[src/rtl/hbe_cfg.svh]
// Offsets, field positions and reset values of the host bridge error/endian block
`ifndef HBE_CFG_SVH
`define HBE_CFG_SVH
`define HBE_OFF_CTRL 4'h0
`define HBE_OFF_IRQ_EN 4'h1
`define HBE_OFF_MCK_EN 4'h2
`define HBE_OFF_STATUS 4'h3
`define HBE_OFF_MASK 4'h4
`define HBE_CTRL_BIG_BIT 0
`define HBE_RST_CTRL 8'h01
`define HBE_RST_EN 8'h00
`define HBE_NUM_ERR 7
`define HBE_MCK_CAPABLE 8'h7e
`endif

[src/rtl/hbe_pkg.sv]
// Types of the host bridge error/endian block
package hbe_pkg;
	typedef enum logic [2:0] {
		HBE_ERR_ECC1,
		HBE_ERR_ECC2,
		HBE_ERR_TMO,
		HBE_ERR_TABT,
		HBE_ERR_MABT,
		HBE_ERR_PERR,
		HBE_ERR_SERR
	} hbe_err_t;
	typedef enum logic [1:0] {
		HBE_ROUTE_LOCAL,
		HBE_ROUTE_TO_PCI,
		HBE_ROUTE_FROM_PCI
	} hbe_route_t;
	typedef enum logic {
		HBE_ST_IDLE,
		HBE_ST_DONE
	} hbe_state_t;
endpackage

[src/rtl/hbe_bridge.sv]
// Host bridge error response, reporting and byte-order control
`timescale 1ns/10ps
`include "hbe_cfg.svh"
module hbe_bridge (
	// Clock and reset
	input wire logic clk,
	input wire logic rst,
	// Register port
	input wire logic [3:0] reg_addr,
	input wire logic [31:0] reg_wdata,
	input wire logic reg_wr,
	input wire logic reg_rd,
	output logic [31:0] reg_rdata,
	// Transfer request
	input wire logic xfer_valid,
	input wire logic xfer_store,
	input wire hbe_pkg::hbe_route_t xfer_route,
	input wire logic [31:0] xfer_addr,
	input wire logic [31:0] xfer_data,
	input wire logic [31:0] xfer_corr_data,
	// Error indications for the transfer
	input wire logic ecc_single,
	input wire logic ecc_double,
	input wire logic bus_timeout,
	input wire logic pci_target_abort,
	input wire logic pci_master_abort,
	// PCI parity and system error pins, active low
	input wire logic pci_perr_n,
	input wire logic pci_serr_n,
	// Transfer completion
	output logic done_ff,
	output logic mem_we_ff,
	output logic pci_we_ff,
	output logic [31:0] out_addr_ff,
	output logic [31:0] out_data_ff,
	// Reports
	output logic irq_out,
	output logic mchk_out
);
	logic [7:0] ctrl_ff;
	logic [7:0] irq_en_ff;
	logic [7:0] mck_en_ff;
	logic [7:0] status_ff;
	logic [7:0] mask_ff;
	logic [1:0] perr_sync_ff;
	logic [1:0] serr_sync_ff;
	logic [7:0] mchk_ff;
	logic [7:0] nxt_status;
	logic [7:0] events;
	logic [31:0] lane_addr;
	logic [31:0] lane_data;
	logic [31:0] sel_data;
	logic big_mode;
	logic drop;
	hbe_pkg::hbe_state_t state_ff;

	function automatic logic [7:0] reg_sel(input logic [3:0] a, input logic [3:0] off);
		reg_sel = (a == off) ? 8'hff : 8'h00;
	endfunction

	assign big_mode = ctrl_ff[`HBE_CTRL_BIG_BIT];

	hbe_lane u_lane (
		.big_mode(big_mode),
		.route(xfer_route),
		.to_pci(xfer_route == hbe_pkg::HBE_ROUTE_TO_PCI),
		.addr_in(xfer_addr),
		.data_in(sel_data),
		.addr_out(lane_addr),
		.data_out(lane_data)
	);

	// Pins from outside the clock domain
	always_ff @(posedge clk or posedge rst) begin
		if (rst) begin
			perr_sync_ff <= 2'h3;
			serr_sync_ff <= 2'h3;
		end else begin
			perr_sync_ff <= {perr_sync_ff[0], pci_perr_n};
			serr_sync_ff <= {serr_sync_ff[0], pci_serr_n};
		end
	end

	// Data chosen before any lane change
	always_comb begin
		sel_data = xfer_data;
		drop = 1'b0;
		if (xfer_store) begin
			if (ecc_single) begin
				sel_data = xfer_corr_data;
			end
			drop = ecc_double | bus_timeout | pci_target_abort | pci_master_abort;
		end else begin
			if (pci_target_abort | pci_master_abort) begin
				sel_data = 32'hffffffff;
			end else if (bus_timeout) begin
				sel_data = 32'h00000000;
			end else if (ecc_single & ~ecc_double) begin
				sel_data = xfer_corr_data;
			end
		end
	end

	// Completion; never stalls the requester
	always_ff @(posedge clk or posedge rst) begin
		if (rst) begin
			state_ff <= hbe_pkg::HBE_ST_IDLE;
			done_ff <= 1'b0;
			mem_we_ff <= 1'b0;
			pci_we_ff <= 1'b0;
			out_addr_ff <= 32'h00000000;
			out_data_ff <= 32'h00000000;
		end else begin
			done_ff <= xfer_valid;
			mem_we_ff <= 1'b0;
			pci_we_ff <= 1'b0;
			unique case (state_ff)
				hbe_pkg::HBE_ST_IDLE: begin
					if (xfer_valid) begin
						state_ff <= hbe_pkg::HBE_ST_DONE;
					end
				end
				hbe_pkg::HBE_ST_DONE: begin
					if (!xfer_valid) begin
						state_ff <= hbe_pkg::HBE_ST_IDLE;
					end
				end
			endcase
			if (xfer_valid) begin
				out_addr_ff <= lane_addr;
				out_data_ff <= lane_data;
				mem_we_ff <= xfer_store & ~drop & (xfer_route != hbe_pkg::HBE_ROUTE_TO_PCI);
				pci_we_ff <= xfer_store & ~drop & (xfer_route == hbe_pkg::HBE_ROUTE_TO_PCI);
			end
		end
	end

	// parity and system errors only report
	always_comb begin
		events = 8'h00;
		events[hbe_pkg::HBE_ERR_ECC1] = xfer_valid & ecc_single & ~ecc_double;
		events[hbe_pkg::HBE_ERR_ECC2] = xfer_valid & ecc_double;
		events[hbe_pkg::HBE_ERR_TMO] = xfer_valid & bus_timeout;
		events[hbe_pkg::HBE_ERR_TABT] = xfer_valid & pci_target_abort;
		events[hbe_pkg::HBE_ERR_MABT] = xfer_valid & pci_master_abort;
		events[hbe_pkg::HBE_ERR_PERR] = ~perr_sync_ff[1];
		events[hbe_pkg::HBE_ERR_SERR] = ~serr_sync_ff[1];
	end

	// Sticky status; set beats write-one clear
	always_comb begin
		nxt_status = status_ff;
		if (reg_wr && reg_addr == `HBE_OFF_STATUS) begin
			nxt_status = status_ff & ~reg_wdata[7:0];
		end
		nxt_status = nxt_status | (events & irq_en_ff);
	end

	// Control registers
	always_ff @(posedge clk or posedge rst) begin
		if (rst) begin
			ctrl_ff <= `HBE_RST_CTRL;
			irq_en_ff <= `HBE_RST_EN;
			mck_en_ff <= `HBE_RST_EN;
			mask_ff <= `HBE_RST_EN;
		end else if (reg_wr) begin
			if (reg_addr == `HBE_OFF_CTRL) ctrl_ff <= reg_wdata[7:0];
			if (reg_addr == `HBE_OFF_IRQ_EN) irq_en_ff <= reg_wdata[7:0];
			if (reg_addr == `HBE_OFF_MCK_EN) mck_en_ff <= reg_wdata[7:0];
			if (reg_addr == `HBE_OFF_MASK) mask_ff <= reg_wdata[7:0];
		end
	end

	always_ff @(posedge clk or posedge rst) begin
		if (rst) begin
			status_ff <= 8'h00;
		end else begin
			status_ff <= nxt_status;
		end
	end

	// machine-check sticky until write-one clear, never one-bit ECC
	always_ff @(posedge clk or posedge rst) begin
		if (rst) begin
			mchk_ff <= 8'h00;
		end else begin
			mchk_ff <= (mchk_ff & ~((reg_wr && reg_addr == `HBE_OFF_STATUS) ?
				reg_wdata[7:0] : 8'h00)) |
				(events & mck_en_ff & `HBE_MCK_CAPABLE);
		end
	end

	assign irq_out = |(status_ff & mask_ff);
	assign mchk_out = |mchk_ff;

	// Read port, unmapped reads zero
	always_ff @(posedge clk or posedge rst) begin
		if (rst) begin
			reg_rdata <= 32'h00000000;
		end else if (reg_rd) begin
			reg_rdata <= {24'h000000,
				(reg_sel(reg_addr, `HBE_OFF_CTRL) & ctrl_ff) |
				(reg_sel(reg_addr, `HBE_OFF_IRQ_EN) & irq_en_ff) |
				(reg_sel(reg_addr, `HBE_OFF_MCK_EN) & mck_en_ff) |
				(reg_sel(reg_addr, `HBE_OFF_STATUS) & status_ff) |
				(reg_sel(reg_addr, `HBE_OFF_MASK) & mask_ff)};
		end else begin
			reg_rdata <= 32'h00000000;
		end
	end

	// one-bit ECC alone never raises machine-check
	chk_ecc1_no_mchk: assert property (@(posedge clk) disable iff (rst)
		(events == 8'h01 && mchk_ff == 8'h00) |=> !mchk_out)
		else $error("machine check from single-bit ECC");
	chk_mchk_enabled: assert property (@(posedge clk) disable iff (rst)
		(events[1] && mck_en_ff[1]) |=> mchk_out)
		else $error("double-bit ECC missed machine check");
	chk_irq_gated: assert property (@(posedge clk) disable iff (rst)
		(events[2] && !irq_en_ff[2] && !status_ff[2]) |=> !status_ff[2])
		else $error("disabled class latched status");
	chk_irq_sticky: assert property (@(posedge clk) disable iff (rst)
		(status_ff[1] && mask_ff[1] && !reg_wr) |=> irq_out)
		else $error("interrupt dropped while status set");
	chk_store_drop: assert property (@(posedge clk) disable iff (rst)
		(xfer_valid && xfer_store && (bus_timeout || pci_master_abort)) |=>
		(!mem_we_ff && !pci_we_ff && done_ff))
		else $error("faulted store was written");
	chk_ecc2_store: assert property (@(posedge clk) disable iff (rst)
		(xfer_valid && xfer_store && ecc_double) |=> (done_ff && !mem_we_ff))
		else $error("double-bit store reached memory");
	chk_abort_ones: assert property (@(posedge clk) disable iff (rst)
		(xfer_valid && !xfer_store && pci_target_abort) |=>
		(out_data_ff == 32'hffffffff))
		else $error("abort load not all ones");
	chk_ecc1_store: assert property (@(posedge clk) disable iff (rst)
		(xfer_valid && xfer_store && ecc_single && !ecc_double && !bus_timeout &&
		!pci_target_abort && !pci_master_abort && xfer_route == hbe_pkg::HBE_ROUTE_LOCAL) |=>
		(mem_we_ff && out_data_ff == $past(xfer_corr_data)))
		else $error("corrected store data not written");
	chk_little_noswap: assert property (@(posedge clk) disable iff (rst)
		(xfer_valid && !big_mode && !xfer_store && !ecc_single &&
		!bus_timeout && !pci_target_abort && !pci_master_abort) |=>
		(out_data_ff == $past(xfer_data)))
		else $error("little-endian data lanes changed");
endmodule

[src/rtl/hbe_lane.sv]
// Byte lane swap and address rearrangement for one transfer
`timescale 1ns/10ps
module hbe_lane (
	// Mode and route
	input wire logic big_mode,
	input wire hbe_pkg::hbe_route_t route,
	input wire logic to_pci,
	// Transfer
	input wire logic [31:0] addr_in,
	input wire logic [31:0] data_in,
	output logic [31:0] addr_out,
	output logic [31:0] data_out
);
	function automatic logic [31:0] swap32(input logic [31:0] d);
		swap32 = {d[7:0], d[15:8], d[23:16], d[31:24]};
	endfunction
	always_comb begin
		addr_out = addr_in;
		data_out = data_in;
		if (route != hbe_pkg::HBE_ROUTE_LOCAL) begin
			if (big_mode) begin
				data_out = swap32(data_in);
			end else begin
				addr_out = {addr_in[31:3], addr_in[2:0] ^ 3'h7};
			end
		end
	end
	wire unused_dir = to_pci;
endmodule

[config.mk]
export PLATFORM = sky130hd
export DESIGN_NAME = hbe_bridge
export DESIGN_NICKNAME = d
export VERILOG_FILES = /design/src/rtl/hbe_pkg.sv /design/src/rtl/hbe_bridge.sv /design/src/rtl/hbe_lane.sv
export VERILOG_INCLUDE_DIRS = /design/src /design/src/rtl
export SDC_FILE = /design/constraint.sdc
export NUM_CORES = 1
export LEC_CHECK = 0
export BUFFER_PORTS_ARGS = -buffer_cell sky130_fd_sc_hd__buf_2
export CAP_MARGIN = 0
export CORE_MARGIN = 1.5
export CORE_UTILIZATION = 54
export DETAILED_ROUTE_END_ITERATION = 8
export PLACE_DENSITY = 0.86
export SYNTH_ARGS = -nofsm -noshare
export SYNTH_HDL_FRONTEND = slang
export SYNTH_SLANG_ARGS = --single-unit
[constraint.sdc]
create_clock -name clk -period 7.8 [get_ports clk]
set_input_delay 0.39 -clock clk [delete_from_list [all_inputs] [get_ports clk]]
set_output_delay 0.39 -clock clk [all_outputs]
set_load 0.05 [all_outputs]
Yosys cells after proc, flatten, opt, wreduce, memory -nomap -nowiden

Index checks and enable logic that the tools add are counted.
W data, S select, Z words.

Input bits: 147
Output and inout port bits: 101
Logic and storage cells: 86
Bits in registers: 151

Equal/unequal tests: 6
Bitwise gates (word level): 37
Mux-type cells: 20
Reductions and logical operators: 9

Operators by type and width:

| cell                 | count |
|---|---|
| $mux W32             | 7 |
| $and A8 B8 Y8        | 8 |
| $mux W8              | 8 |
| $or A8 B8 Y8         | 5 |
| $not A8 Y8           | 2 |
| $reduce_or A8 Y1     | 2 |
| $and A1 B1 Y1        | 10 |
| $and A7 B8 Y8        | 1 |
| $eq A4 B2 Y1 const B | 2 |
| $or A8 B7 Y8         | 1 |
| $reduce_and A2 Y1    | 4 |
| $and A7 B7 Y7        | 1 |
| $mux W3              | 2 |
| $eq A4 B1 Y1 const B | 1 |
| $eq A4 B3 Y1 const B | 1 |
| $logic_not A4 Y1     | 1 |
| $not A1 Y1           | 4 |
| $or A1 B1 Y1         | 4 |
| $mux W1              | 3 |
| $not A3 Y3           | 1 |
| $eq A2 B1 Y1 const B | 1 |
| $ne A2 B1 Y1 const B | 1 |
| $reduce_bool A2 Y1   | 1 |
| $logic_and A1 B1 Y1  | 1 |

Depth between registers and ports, before layout

Gate-level depths: netlist of run 1.

Word-level depth: 8
Gate-level depth with buffers: 7
Gate-level depth less buffers: 4

By module

Synthesis of run 1 repeated with hierarchy kept, for this count alone.

Cells, all modules: 614
Area total of the unflattened synthesis: 7018.0 µm²

By module, submodules not included:

| module     | seq. area each (µm²) | cells each | area each (µm²) | times used |
|---|---|---|---|---|
| hbe_bridge | 3184.3               | 545        | 6348.6          | 1 |
| hbe_lane   | 0.0                  | 69         | 669.4           | 1 |

Worst setup path before layout of run 1

No wires, ideal clock.

Path type: input to register
From: in reg_addr[3]
To: reg mchk_ff[2]
Arrival: 1517 ps
Path buffers: 3
Data required time: 7678 ps
Slack: 6162 ps
Library setup time: 122 ps
Stages: 7
Cells stage by stage: clkbuf_2 -> and4bb_1 -> buf_2 -> and2_1 -> buf_4 -> nand2_1 -> a32o_1

Longest elaborated chain between the ends: 6

Ends and longest elaborated chain:

| element                       | line              | RTL |
|---|---|---|
| start: declaration            | hbe_bridge.sv:9   | `input wire logic [3:0] reg_addr,` |
| $eq A4 B2 Y1                  | n/a               |  |
| $logic_and A1 B1 Y1 (no line) | n/a               |  |
| $mux W8                       | hbe_bridge.sv:187 | `` mchk_ff <= (mchk_ff & ~((reg_wr && reg_addr == `HBE_OFF_STATUS) ? `` |
| $not A8 Y8                    | hbe_bridge.sv:187 |  |
| $and A8 B8 Y8                 | hbe_bridge.sv:187 |  |
| $or A8 B7 Y8                  | hbe_bridge.sv:187 |  |
| end signal: assignment        | hbe_bridge.sv:187 |  |
| end: declaration              | hbe_bridge.sv:47  | `logic [7:0] mchk_ff;` |

Every way passes these cells.
A chain may end at the register's enable or synchronous reset.

==> metrics.csv, run 1 <==
metric,value,unit
run status,"finished, final reports clean",
crit path kind,in -> reg,
clock-pin slew on the worst setup and hold paths,0.05,ns
clk buf depth,2,
slowest CP cell,nand2_1,
via density per instance,5.74,
cts bufs inserted,17,
fin crit share,0.301,
fmax,426,MHz
fillers,999,
grt ovf,0,
RR Startpoint,ctrl_ff[0],
clock latency at the later pin of the worst-skew pair,0.41,ns
placer congestion estimate,0.845,
largest net degree at the start of global routing,91,
most frequent cells in the layout,"buf_2 (199), dfrtp_1 (122), nand2_1 (73)",
core footprint,0.0125,mm^2
worst slew pin tran,1.17,ns
sequential-to-total area share from yosys stat,0.462,
most frequently used flop master after synthesis,dfrtp_1,
clk root buf,clkbuf_16,
Hold Fails Final Rpt,0,
Post-synth EDFFs,0,
Critical Path Fanout Max,79,
CP cell instances,buf_2 > buf_4 > nand2_1 > o221ai_1,
Worst setup SP type,input pin,
Multi-input gate area,0.00328,mm^2
CTS Sinks,127,
die area,0.0134,mm^2
initial antenna violation count,2,
Worst VDD drop,0.000191,V
TNS Setup,0,ns
DR iter-0 viols,429,
worst hold margin,0.00689,ns
TritonCTS clock tree,yes,
area of the mapped netlist,0.00689,mm^2
"Setup Fix Bufs, Post-CTS",0,
Tmin final,2.35,ns
global-route wire length before repair,27300,um
DR pass1 iterations,8,
DRT Wirelength,17000,um
floorplan row count,41,
Synth Register Bits,127,
layout cells sized above 1,0.378,
vias,5730,
Port Buf Inserts,199,
Routed WL per cell,17.1,um
Initial Utilization,0.550,
htree depth,4,
FF-to-FF path depth,3,
Netlist cell types,41,
die width,116,um
sequential cell area,0.00318,mm^2
design area,0.00847,mm^2
synthesized instance count,637,
R2R Path End,out_data_ff[2],
P_leak,4.04,nW
DRC,0,
number of global-route vias before repair,5565,
Synth Area per Inst,10.8,um^2
final max-slew violation count,0,
Finish-stage setup viols,0,
RSZ-0062 raised after global routing,no,
HP Class,in -> async,
Detail Placement HPWL,11100,um
power density over the cells,263,mW/mm^2
placed cell areas,0.00786,mm^2
post-CTS sizing,0,
hold buffers post-CTS,0,
endpoint class of the critical path,register,
"Async S/R FF share, synth",1.00,
CP required,8.10,ns
R2R setup slack,5.73,ns
"commonest non-fill, non-tap cell in the layout",buf_2,
final net count,960,
total of max-cap violations,0,
die height,116,um
Util after Layout,0.677,
max_slew headroom,0.220,
largest stage delay on the critical path,0.97,ns
Yosys warnings,0,
Post-Route Skew,0.00802,ns
GRT Total Usage,0.262,
area delta synth->final,23.0,%
Antenna Violating Nets Remaining,0,
Worst EP arrival,2.64,ns
I/O pin cnt,248,
==> logic make-up after synthesis <==
family,after synthesis,synth area share
other cells,1,0.000544
buf+inv,108,0.0761
mux,93,0.146
simple gates,192,0.177
flops,127,0.462
compound gates,113,0.134
xor+xnor,3,0.00381
==> layout make-up <==
cell class                 instances  area share
sequential                       127       0.376
clock inverter                     9      0.0158
tap                              172      0.0254
clock buffer                      22      0.0560
antenna                            2    0.000591
multi-input combinational        425       0.387
timing repair buffer             205       0.123
inverter                          37      0.0167
==> registers in the layout, indices dropped and copies added, names as in the netlist <==
register / cells
ctrl_ff: 8
serr_sync_ff: 2
out_addr_ff: 32
mck_en_ff: 8
out_data_ff: 32
mask_ff: 8
irq_en_ff: 8
done_ff: 1
status_ff: 8
mchk_ff: 8
perr_sync_ff: 2
reg_rdata: 8
mem_we_ff: 1
pci_we_ff: 1
==> power breakdown <==
group	leakage (nW)	switching, W	total (W)	internal [W]
combinational	2.26	0.000396	0.000574	0.000178
clock	0.284	0.000284	0.000810	0.000526
sequential	1.50	0.0000712	0.000840	0.000769
total	4.04	0.000751	0.00222	0.00147
==> how the worst max path moves through the flow <==
stage,startpoint,end,slack (ns),cells after the start
after floorplan,rst,ctrl_ff[1],4.03,1
after global placement,xfer_valid,out_data_ff[26],5.04,4
after detailed placement,xfer_valid,out_data_ff[13],4.98,4
after CTS,xfer_valid,out_data_ff[23],5.41,4
after global routing,xfer_valid,out_data_ff[23],5.21,4
final,xfer_valid,out_data_ff[2],5.45,4
==> cells in the mapped netlist (5+ instances only) <==
cell type | number | share of area
buf_1 | 5 | 0.0027
a32o_1 | 9 | 0.013
dfrtp_1 | 122 | 0.44
o211ai_1 | 32 | 0.035
mux2i_1 | 32 | 0.046
nand2_1 | 73 | 0.040
dfstp_2 | 5 | 0.019
a222oi_1 | 8 | 0.012
a21boi_0 | 10 | 0.011
a22oi_1 | 12 | 0.013
inv_1 | 37 | 0.020
or4bb_1 | 11 | 0.018
buf_2 | 10 | 0.0073
o221ai_1 | 32 | 0.041
clkbuf_1 | 27 | 0.015
nand3_1 | 32 | 0.023
buf_4 | 28 | 0.031
mux2_2 | 61 | 0.10
nand2b_1 | 32 | 0.029
nand4bb_1 | 21 | 0.034
==> worst max-delay path, delay by kind of cell <==
family                 cells  cell delay, ns
and+or+nand+nor            1            0.97
buffers and inverters      2            0.75
AOI/OAI and AO/OA          1            0.48
==> per-layer routing <==
layer,up-vias,track usage,part of all wire,wire length [um]
li1,2655,-,-,-
met1,2746,0.328,0.42,7210
met2,284,0.431,0.48,8170
met3,45,0.0659,0.067,1150
met4,0,0.119,0.030,505
met5,-,0,0,0
==> per-stage QoR <==
step	setup slack, ns	power, W	cells
4_1_cts	5.41	0.00224	997
3_3_place_gp	5.04	0.00140	966
6_report	5.45	0.00222	999
5_1_grt	5.21	0.00232	998
2_1_floorplan	4.03	0.00127	660
3_5_place_dp	4.98	0.00142	966
No activity file was read; power rests on OpenSTA's default activity.
==> run 2: changes to the inputs <==
ABC_AREA = 1   (was unset)
CORE_UTILIZATION = 46   (was 54)
PLACE_DENSITY = 0.78   (was 0.86)
clock period = 2 ns   (was 7.8 ns; I/O delays follow)
==> run 2 against run 1 <==
Cell count is 40% higher. Worst hold slack improved by 0.016 ns. Sequential share of layout area down 2.5 points. Wire length is 14% higher. Via count increased by 23%. Core utilization down 5.9 points. Global-route usage down 0.91 points. Combinational power rose to 3.7 times the previous value. Non-clock buffer count grew 53. Register-to-register slack worse by 5.4 ns. Largest power group is now the clock network.
==> metrics.csv, run 2 <==
metric,value,unit
run status,"finished, final reports clean",
post-synth top area cell,dfrtp_1,
final max-slew violation count,0,
die height,126,um
power share of the clock group,0.381,
Initial Utilization,0.477,
hold buffers post-CTS,40,
P_leak,4.97,nW
DR iter-0 viols,595,
"commonest non-fill, non-tap cell in the layout",nand2_1,
R2R Path End,out_data_ff[21],
final net count,1350,
I/O pin cnt,248,
Worst VDD drop,0.000605,V
FF-to-FF path depth,6,
"count leader, synth",nand2_1,
Antenna Violating Nets Remaining,0,
"top cells by count, synth","nand2_1 (409), dfrtp_1 (122), nand3_1 (106)",
Netlist cell types,32,
"top cells by area, synth","dfrtp_1 (44%), nand2_1 (22%), nand3_1 (7.6%)",
fmax,552,MHz
setup slack at placement,0.357,ns
CTS Sinks,127,
crit path kind,in -> reg,
Int Pwr,0.00570,W
total of max-cap violations,0,
initial antenna violation count,0,
RR Startpoint,ctrl_ff[0],
via density per instance,5.02,
max_slew headroom,0.360,
fin crit share,0.907,
most frequent CP cell,dlygate4sd3_1,
DRT Wirelength,19500,um
clock latency at the later pin of the worst-skew pair,0.41,ns
Worst Hold Path EP,status_ff[7],
die width,126,um
clk buf depth,2,
"Async S/R FF share, synth",1.00,
clock-pin slew on the worst setup and hold paths,0.06,ns
post-CTS sizing,0,
Worst Hold Depth,2,
Yosys warnings,0,
Largest regs,"out_addr_ff (32), out_data_ff (32)",
largest stage delay on the critical path,0.57,ns
Detail Placement HPWL,13200,um
layout cells sized above 1,0.221,
Worst setup SP type,input pin,
switching part of the total,0.336,
worst slew pin tran,0.959,ns
slowest CP cell,dlygate4sd3_1,
endpoint class of the critical path,register,
most frequently used flop master after synthesis,dfrtp_1,
Port Buf Inserts,199,
Tmin final,1.81,ns
Synth Register Bits,127,
vias,7027,
synthesized instance count,979,
die area,0.0160,mm^2
TritonCTS clock tree,yes,
area delta synth->final,29.5,%
sequential-to-total area share from yosys stat,0.454,
Routed WL per cell,13.9,um
"Setup Fix Bufs, Post-CTS",0,
largest net degree at the start of global routing,68,
part of the power in combinational logic,0.250,
GRT Total Usage,0.253,
htree depth,4,
power density over the cells,945,mW/mm^2
global-route wire length before repair,32500,um
TNS Setup,0,ns
Worst EP arrival,2.16,ns
Antenna Cells,0,
most frequent cells in the layout,"nand2_1 (409), buf_2 (199), dfrtp_1 (122)",
post-synth top area share,0.435,
CP cell instances,dlygate4sd3_1 > buf_2 > or2_2 > nor2_1 > nand4_1 > nor3b_1 > dlygate4sd3_1,
area of the mapped netlist,0.00701,mm^2
clk root buf,clkbuf_16,
DRC,0,
Finish-stage setup viols,0,
RSZ-0062 raised after global routing,no,
Hold Fails Final Rpt,0,
Flop pwr share,0.369,
number of global-route vias before repair,6818,
Psw,0.00288,W
Post-Route Skew,0.00879,ns
post-route setup slack,0.187,ns
Hold Startpoint,reg_wr,
core footprint,0.0147,mm^2
DR pass1 iterations,5,
floorplan row count,44,
Synth Area per Inst,7.16,um^2
HP Class,in -> reg,
cts bufs inserted,17,
Critical Path Fanout Max,2,
placer congestion estimate,0.840,
grt ovf,0,
Post-synth EDFFs,0,
R2R setup slack,0.34,ns
CP required,2.34,ns
run 2: changes by cell type after synthesis, sizes merged, moves of 11 or more:
cell	delta
nand2	+336
nand3	+74
inv	+69
o21ai	+67
mux2	-61
mux2i	-32
nand2b	-32
o221ai	-32
nand4bb	-21
nor2	+20
a22oi	-12
or4bb	-11
run 2: power groups by stage:
| stage | Clock, W | Combinational [W] | Sequential (W) |
|---|---|---|---|
| finish | 0.00327 | 0.00215 | 0.00317 |
| global route | 0.00343 | 0.00236 | 0.00321 |
| CTS | 0.00329 | 0.00215 | 0.00316 |
| detailed placement | 0 | 0.00209 | 0.00319 |
| global placement | 0 | 0.00204 | 0.00319 |
| floorplan | 0 | 0.000998 | 0.00372 |
run 2: worst max path at each step:
| stage | cells past startpoint | end | start |
|---|---|---|---|
| floorplan | 1 | ctrl_ff[1] | rst |
| CTS | 7 | pci_we_ff | pci_master_abort |
| global placement | 7 | out_data_ff[11] | xfer_route[0] |
| global route | 8 | out_data_ff[21] | xfer_route[0] |
| detailed placement | 7 | out_data_ff[21] | xfer_route[0] |
| finish | 7 | pci_we_ff | pci_master_abort |
run 2: routing by layer:
| layer | part of all wire | track usage |
|---|---|---|
| met1 | 0.43 | 0.321 |
| met2 | 0.48 | 0.422 |
| met3 | 0.066 | 0.0658 |
| met4 | 0.022 | 0.0872 |
| met5 | 0 | 0 |
run 2: layout make-up:
cell class / count / area, um^2
Sequential cell: 127 / 3180
Timing Repair Buffer: 258 / 1580
Tap cell: 184 / 230
Multi-Input combinational cell: 693 / 3070
Inverter: 106 / 402
Fill cell: 1342 / 5620
Clock inverter: 10 / 160
Clock buffer: 21 / 460
run 2: through the flow:
| stage | cells | power, W | hold slack (ns) | util | area, um^2 |
|---|---|---|---|---|---|
| 2_1_floorplan | 1002 | 0.00471 | 0.104 | - | 7100 |
| 3_3_place_gp | 1328 | 0.00523 | 0.0883 | 0.548 | 8060 |
| 3_5_place_dp | 1328 | 0.00528 | 0.0905 | 0.548 | 8060 |
| 4_1_cts | 1399 | 0.00860 | 0.0135 | 0.618 | 9080 |
| 5_1_grt | 1399 | 0.00900 | 0.0336 | 0.618 | 9080 |
| 6_report | 1399 | 0.00858 | 0.0230 | 0.618 | 9080 |
run 2: critical path: cells and delay by family:
kind	cells	cell delay (ns)
simple gates	4	0.84
buf+inv	3	1.23
run 2: cells by family (layout without fill, tap and decap cells):
| logic type | count (synthesis) | after routing | synth area share |
|---|---|---|---|
| xor gates and xnor gates | 3 | 3 | 0.00375 |
| buffers and inverters | 182 | 395 | 0.121 |
| DFF | 127 | 127 | 0.454 |
| other | 1 | 24 | 0.000535 |
| and+or+nand+nor | 551 | 551 | 0.324 |
| AOI/OAI and AO/OA | 115 | 115 | 0.0967 |
==> run 3: changes to the inputs <==
CORE_UTILIZATION = 47   (was 46)
PLACE_DENSITY = 0.77   (was 0.78)
SYNTH_HIERARCHICAL = 1   (was unset)
==> run 3 against run 2 <==
Register-to-register slack better by 0.18 ns. Core utilization is 3.2 points lower. Clock skew is 0.0037 ns lower. Final area is 6.3% higher. Sequential power is 4% higher. Total power is 4.7% higher. Critical endpoint is now out_data_ff[8]. Die area is 9.4% higher. Worst hold slack better by 0.0071 ns. Highest routed layer is now met5. Global-route usage is 1.7 points lower.
==> metrics.csv, run 3 <==
metric,value,unit
run status,"finished, final reports clean",
Synth Register Bits,127,
die height,132,um
I/O pin cnt,248,
grt ovf,0,
Post-Route Skew,0.00513,ns
TNS Setup,0,ns
Antenna Cells,0,
R2R Path End,out_data_ff[8],
post-CTS sizing,0,
area of the mapped netlist,0.00786,mm^2
Post-synth EDFFs,0,
Post-Layout Cell Count,1428,
Worst EP arrival,2.11,ns
slowest CP cell,dlygate4sd3_1,
Yosys warnings,6,
CTS Sinks,127,
Port Buf Inserts,199,
Critical Path Source,ecc_double,
fin crit share,0.879,
RSZ-0062 raised after global routing,no,
FF-to-FF path depth,6,
synthesized instance count,1004,
Detail Placement HPWL,13800,um
die width,132,um
via density per instance,5.03,
largest net degree at the start of global routing,76,
clock-pin slew on the worst setup and hold paths,0.05,ns
"top cells by area, synth","dfrtp_1 (39%), nand2_1 (17%), mux2_2 (9.2%)",
area delta synth->final,22.8,%
"Setup Fix Bufs, Post-CTS",0,
Worst Hold Depth,4,
TritonCTS clock tree,yes,
most frequently used flop master after synthesis,dfrtp_1,
Worst VDD drop,0.000704,V
most frequent CP cell,nand2_1,
clk buf depth,2,
"count leader, synth",nand2_1,
overall power,0.00899,W
cts bufs inserted,17,
CP required,2.35,ns
vias,7188,
Finish-stage setup viols,0,
"delay-heaviest family, CP",buffers and inverters,
DR pass1 iterations,6,
floorplan row count,47,
initial antenna violation count,1,
DR iter-0 viols,538,
Flop pwr share,0.368,
"Async S/R FF share, synth",1.00,
CP cell instances,dlygate4sd3_1 > buf_2 > inv_1 > nand2_1 > buf_12 > nand2_1 > nand3_1 > a22oi_1 > nand2_1 > nand2_1 > nand2_1 > nand2_1 > mux2_2,
layout cells sized above 1,0.297,
Tmin final,1.76,ns
power density over the cells,931,mW/mm^2
hold buffers post-CTS,41,
R2R setup slack,0.52,ns
Antenna Violating Nets Remaining,0,
global-route wire length before repair,33100,um
Initial Utilization,0.477,
fillers,1518,
DRT Wirelength,20500,um
placer congestion estimate,0.845,
Int Pwr,0.00554,W
Crit path buffers/inverters,4,
DRC,0,
clk root buf,clkbuf_16,
Critical Path Fanout Max,32,
largest stage delay on the critical path,0.54,ns
most frequent cells in the layout,"nand2_1 (351), buf_2 (199), dfrtp_1 (122)",
post-synth top area cell,dfrtp_1,
endpoint class of the critical path,register,
fmax,569,MHz
worst hold margin,0.0301,ns
die area,0.0175,mm^2
Hold Startpoint,xfer_addr[1],
Hold Fails Final Rpt,0,
Worst setup SP type,input pin,
total of max-cap violations,0,
HP Class,in -> reg,
power share of the clock group,0.315,
crit path kind,in -> reg,
core footprint,0.0165,mm^2
Largest regs,"out_addr_ff (32), out_data_ff (32)",
switching part of the total,0.383,
GRT Total Usage,0.236,
part of the power in combinational logic,0.317,
Worst Hold Path EP,out_addr_ff[1],
Synth Area per Inst,7.83,um^2
sequential-to-total area share from yosys stat,0.405,
final max-slew violation count,0,
clock latency at the later pin of the worst-skew pair,0.41,ns
Placed Cells incl. Taps,1355,
Psw,0.00344,W
P_leak,5.08,nW
RR Startpoint,ctrl_ff[0],
Util after Layout,0.586,
number of global-route vias before repair,6770,
post-synth top area share,0.389,
Netlist cell types,35,
htree depth,4,
"top cells by count, synth","nand2_1 (351), dfrtp_1 (122), nand3_1 (93)",
Routed WL per cell,14.4,um
"commonest non-fill, non-tap cell in the layout",nand2_1,
final net count,1342,
-- run 3: metrics by stage --
step           setup WS [ns]  instance area [um^2]
2_1_floorplan          0.337                  7950
3_3_place_gp           0.357                  8690
3_5_place_dp           0.321                  8690
4_1_cts                0.263                  9650
5_1_grt                0.117                  9650
6_report               0.243                  9650
-- run 3: worst max path at each step --
| stage | endpoint | slack (ns) | cells past startpoint |
|---|---|---|---|
| after floorplan | ctrl_ff[1] | 0.34 | 1 |
| after detailed placement | out_data_ff[4] | 0.32 | 12 |
| final | out_data_ff[8] | 0.24 | 13 |
| after global routing | out_data_ff[8] | 0.12 | 13 |
| after CTS | out_data_ff[8] | 0.26 | 12 |
| after global placement | out_data_ff[2] | 0.36 | 12 |
-- run 3: metal layers --
metal / global-route usage / wire, um / vias to the layer above
met5: 0 / 12 / -
met4: 0.111 / 822 / 2
met3: 0.0488 / 1210 / 61
met2: 0.407 / 10100 / 291
met1: 0.283 / 8340 / 3300
li1: - / - / 3534
-- run 3: cell families after synthesis --
family,synth area share
and+or+nand+nor,0.266
buffers and inverters,0.141
DFF,0.405
AOI/OAI and AO/OA,0.0951
muxes,0.0917
other,0.000477
-- run 3: area by class of cell --
class / instances / area [um^2] / share of cell area
Sequential cell: 127 / 3180 / 0.330
Inverter: 101 / 394 / 0.0408
Clock inverter: 14 / 110 / 0.0114
Multi-Input combinational cell: 693 / 3650 / 0.379
Timing Repair Buffer: 255 / 1590 / 0.165
Tap cell: 220 / 275 / 0.0285
Clock buffer: 18 / 439 / 0.0455
-- run 3: worst reg2reg max path: stages, from the launching register on --
cell and delay [ns]:
dfstp_2 0.61, buf_4 0.34, nand2_1 0.10, nand2_1 0.09, nand2_1 0.06, nand2_1 0.08, mux2_2 0.14
-- run 3: power by group through the flow --
| stage | combinational [W] | clock [W] | sequential [W] |
|---|---|---|---|
| after floorplan | 0.00141 | 0 | 0.00409 |
| after global placement | 0.00274 | 0 | 0.00332 |
| after detailed placement | 0.00278 | 0 | 0.00334 |
| after CTS | 0.00285 | 0.00290 | 0.00330 |
| after global routing | 0.00308 | 0.00304 | 0.00336 |
| final | 0.00285 | 0.00283 | 0.00331 |
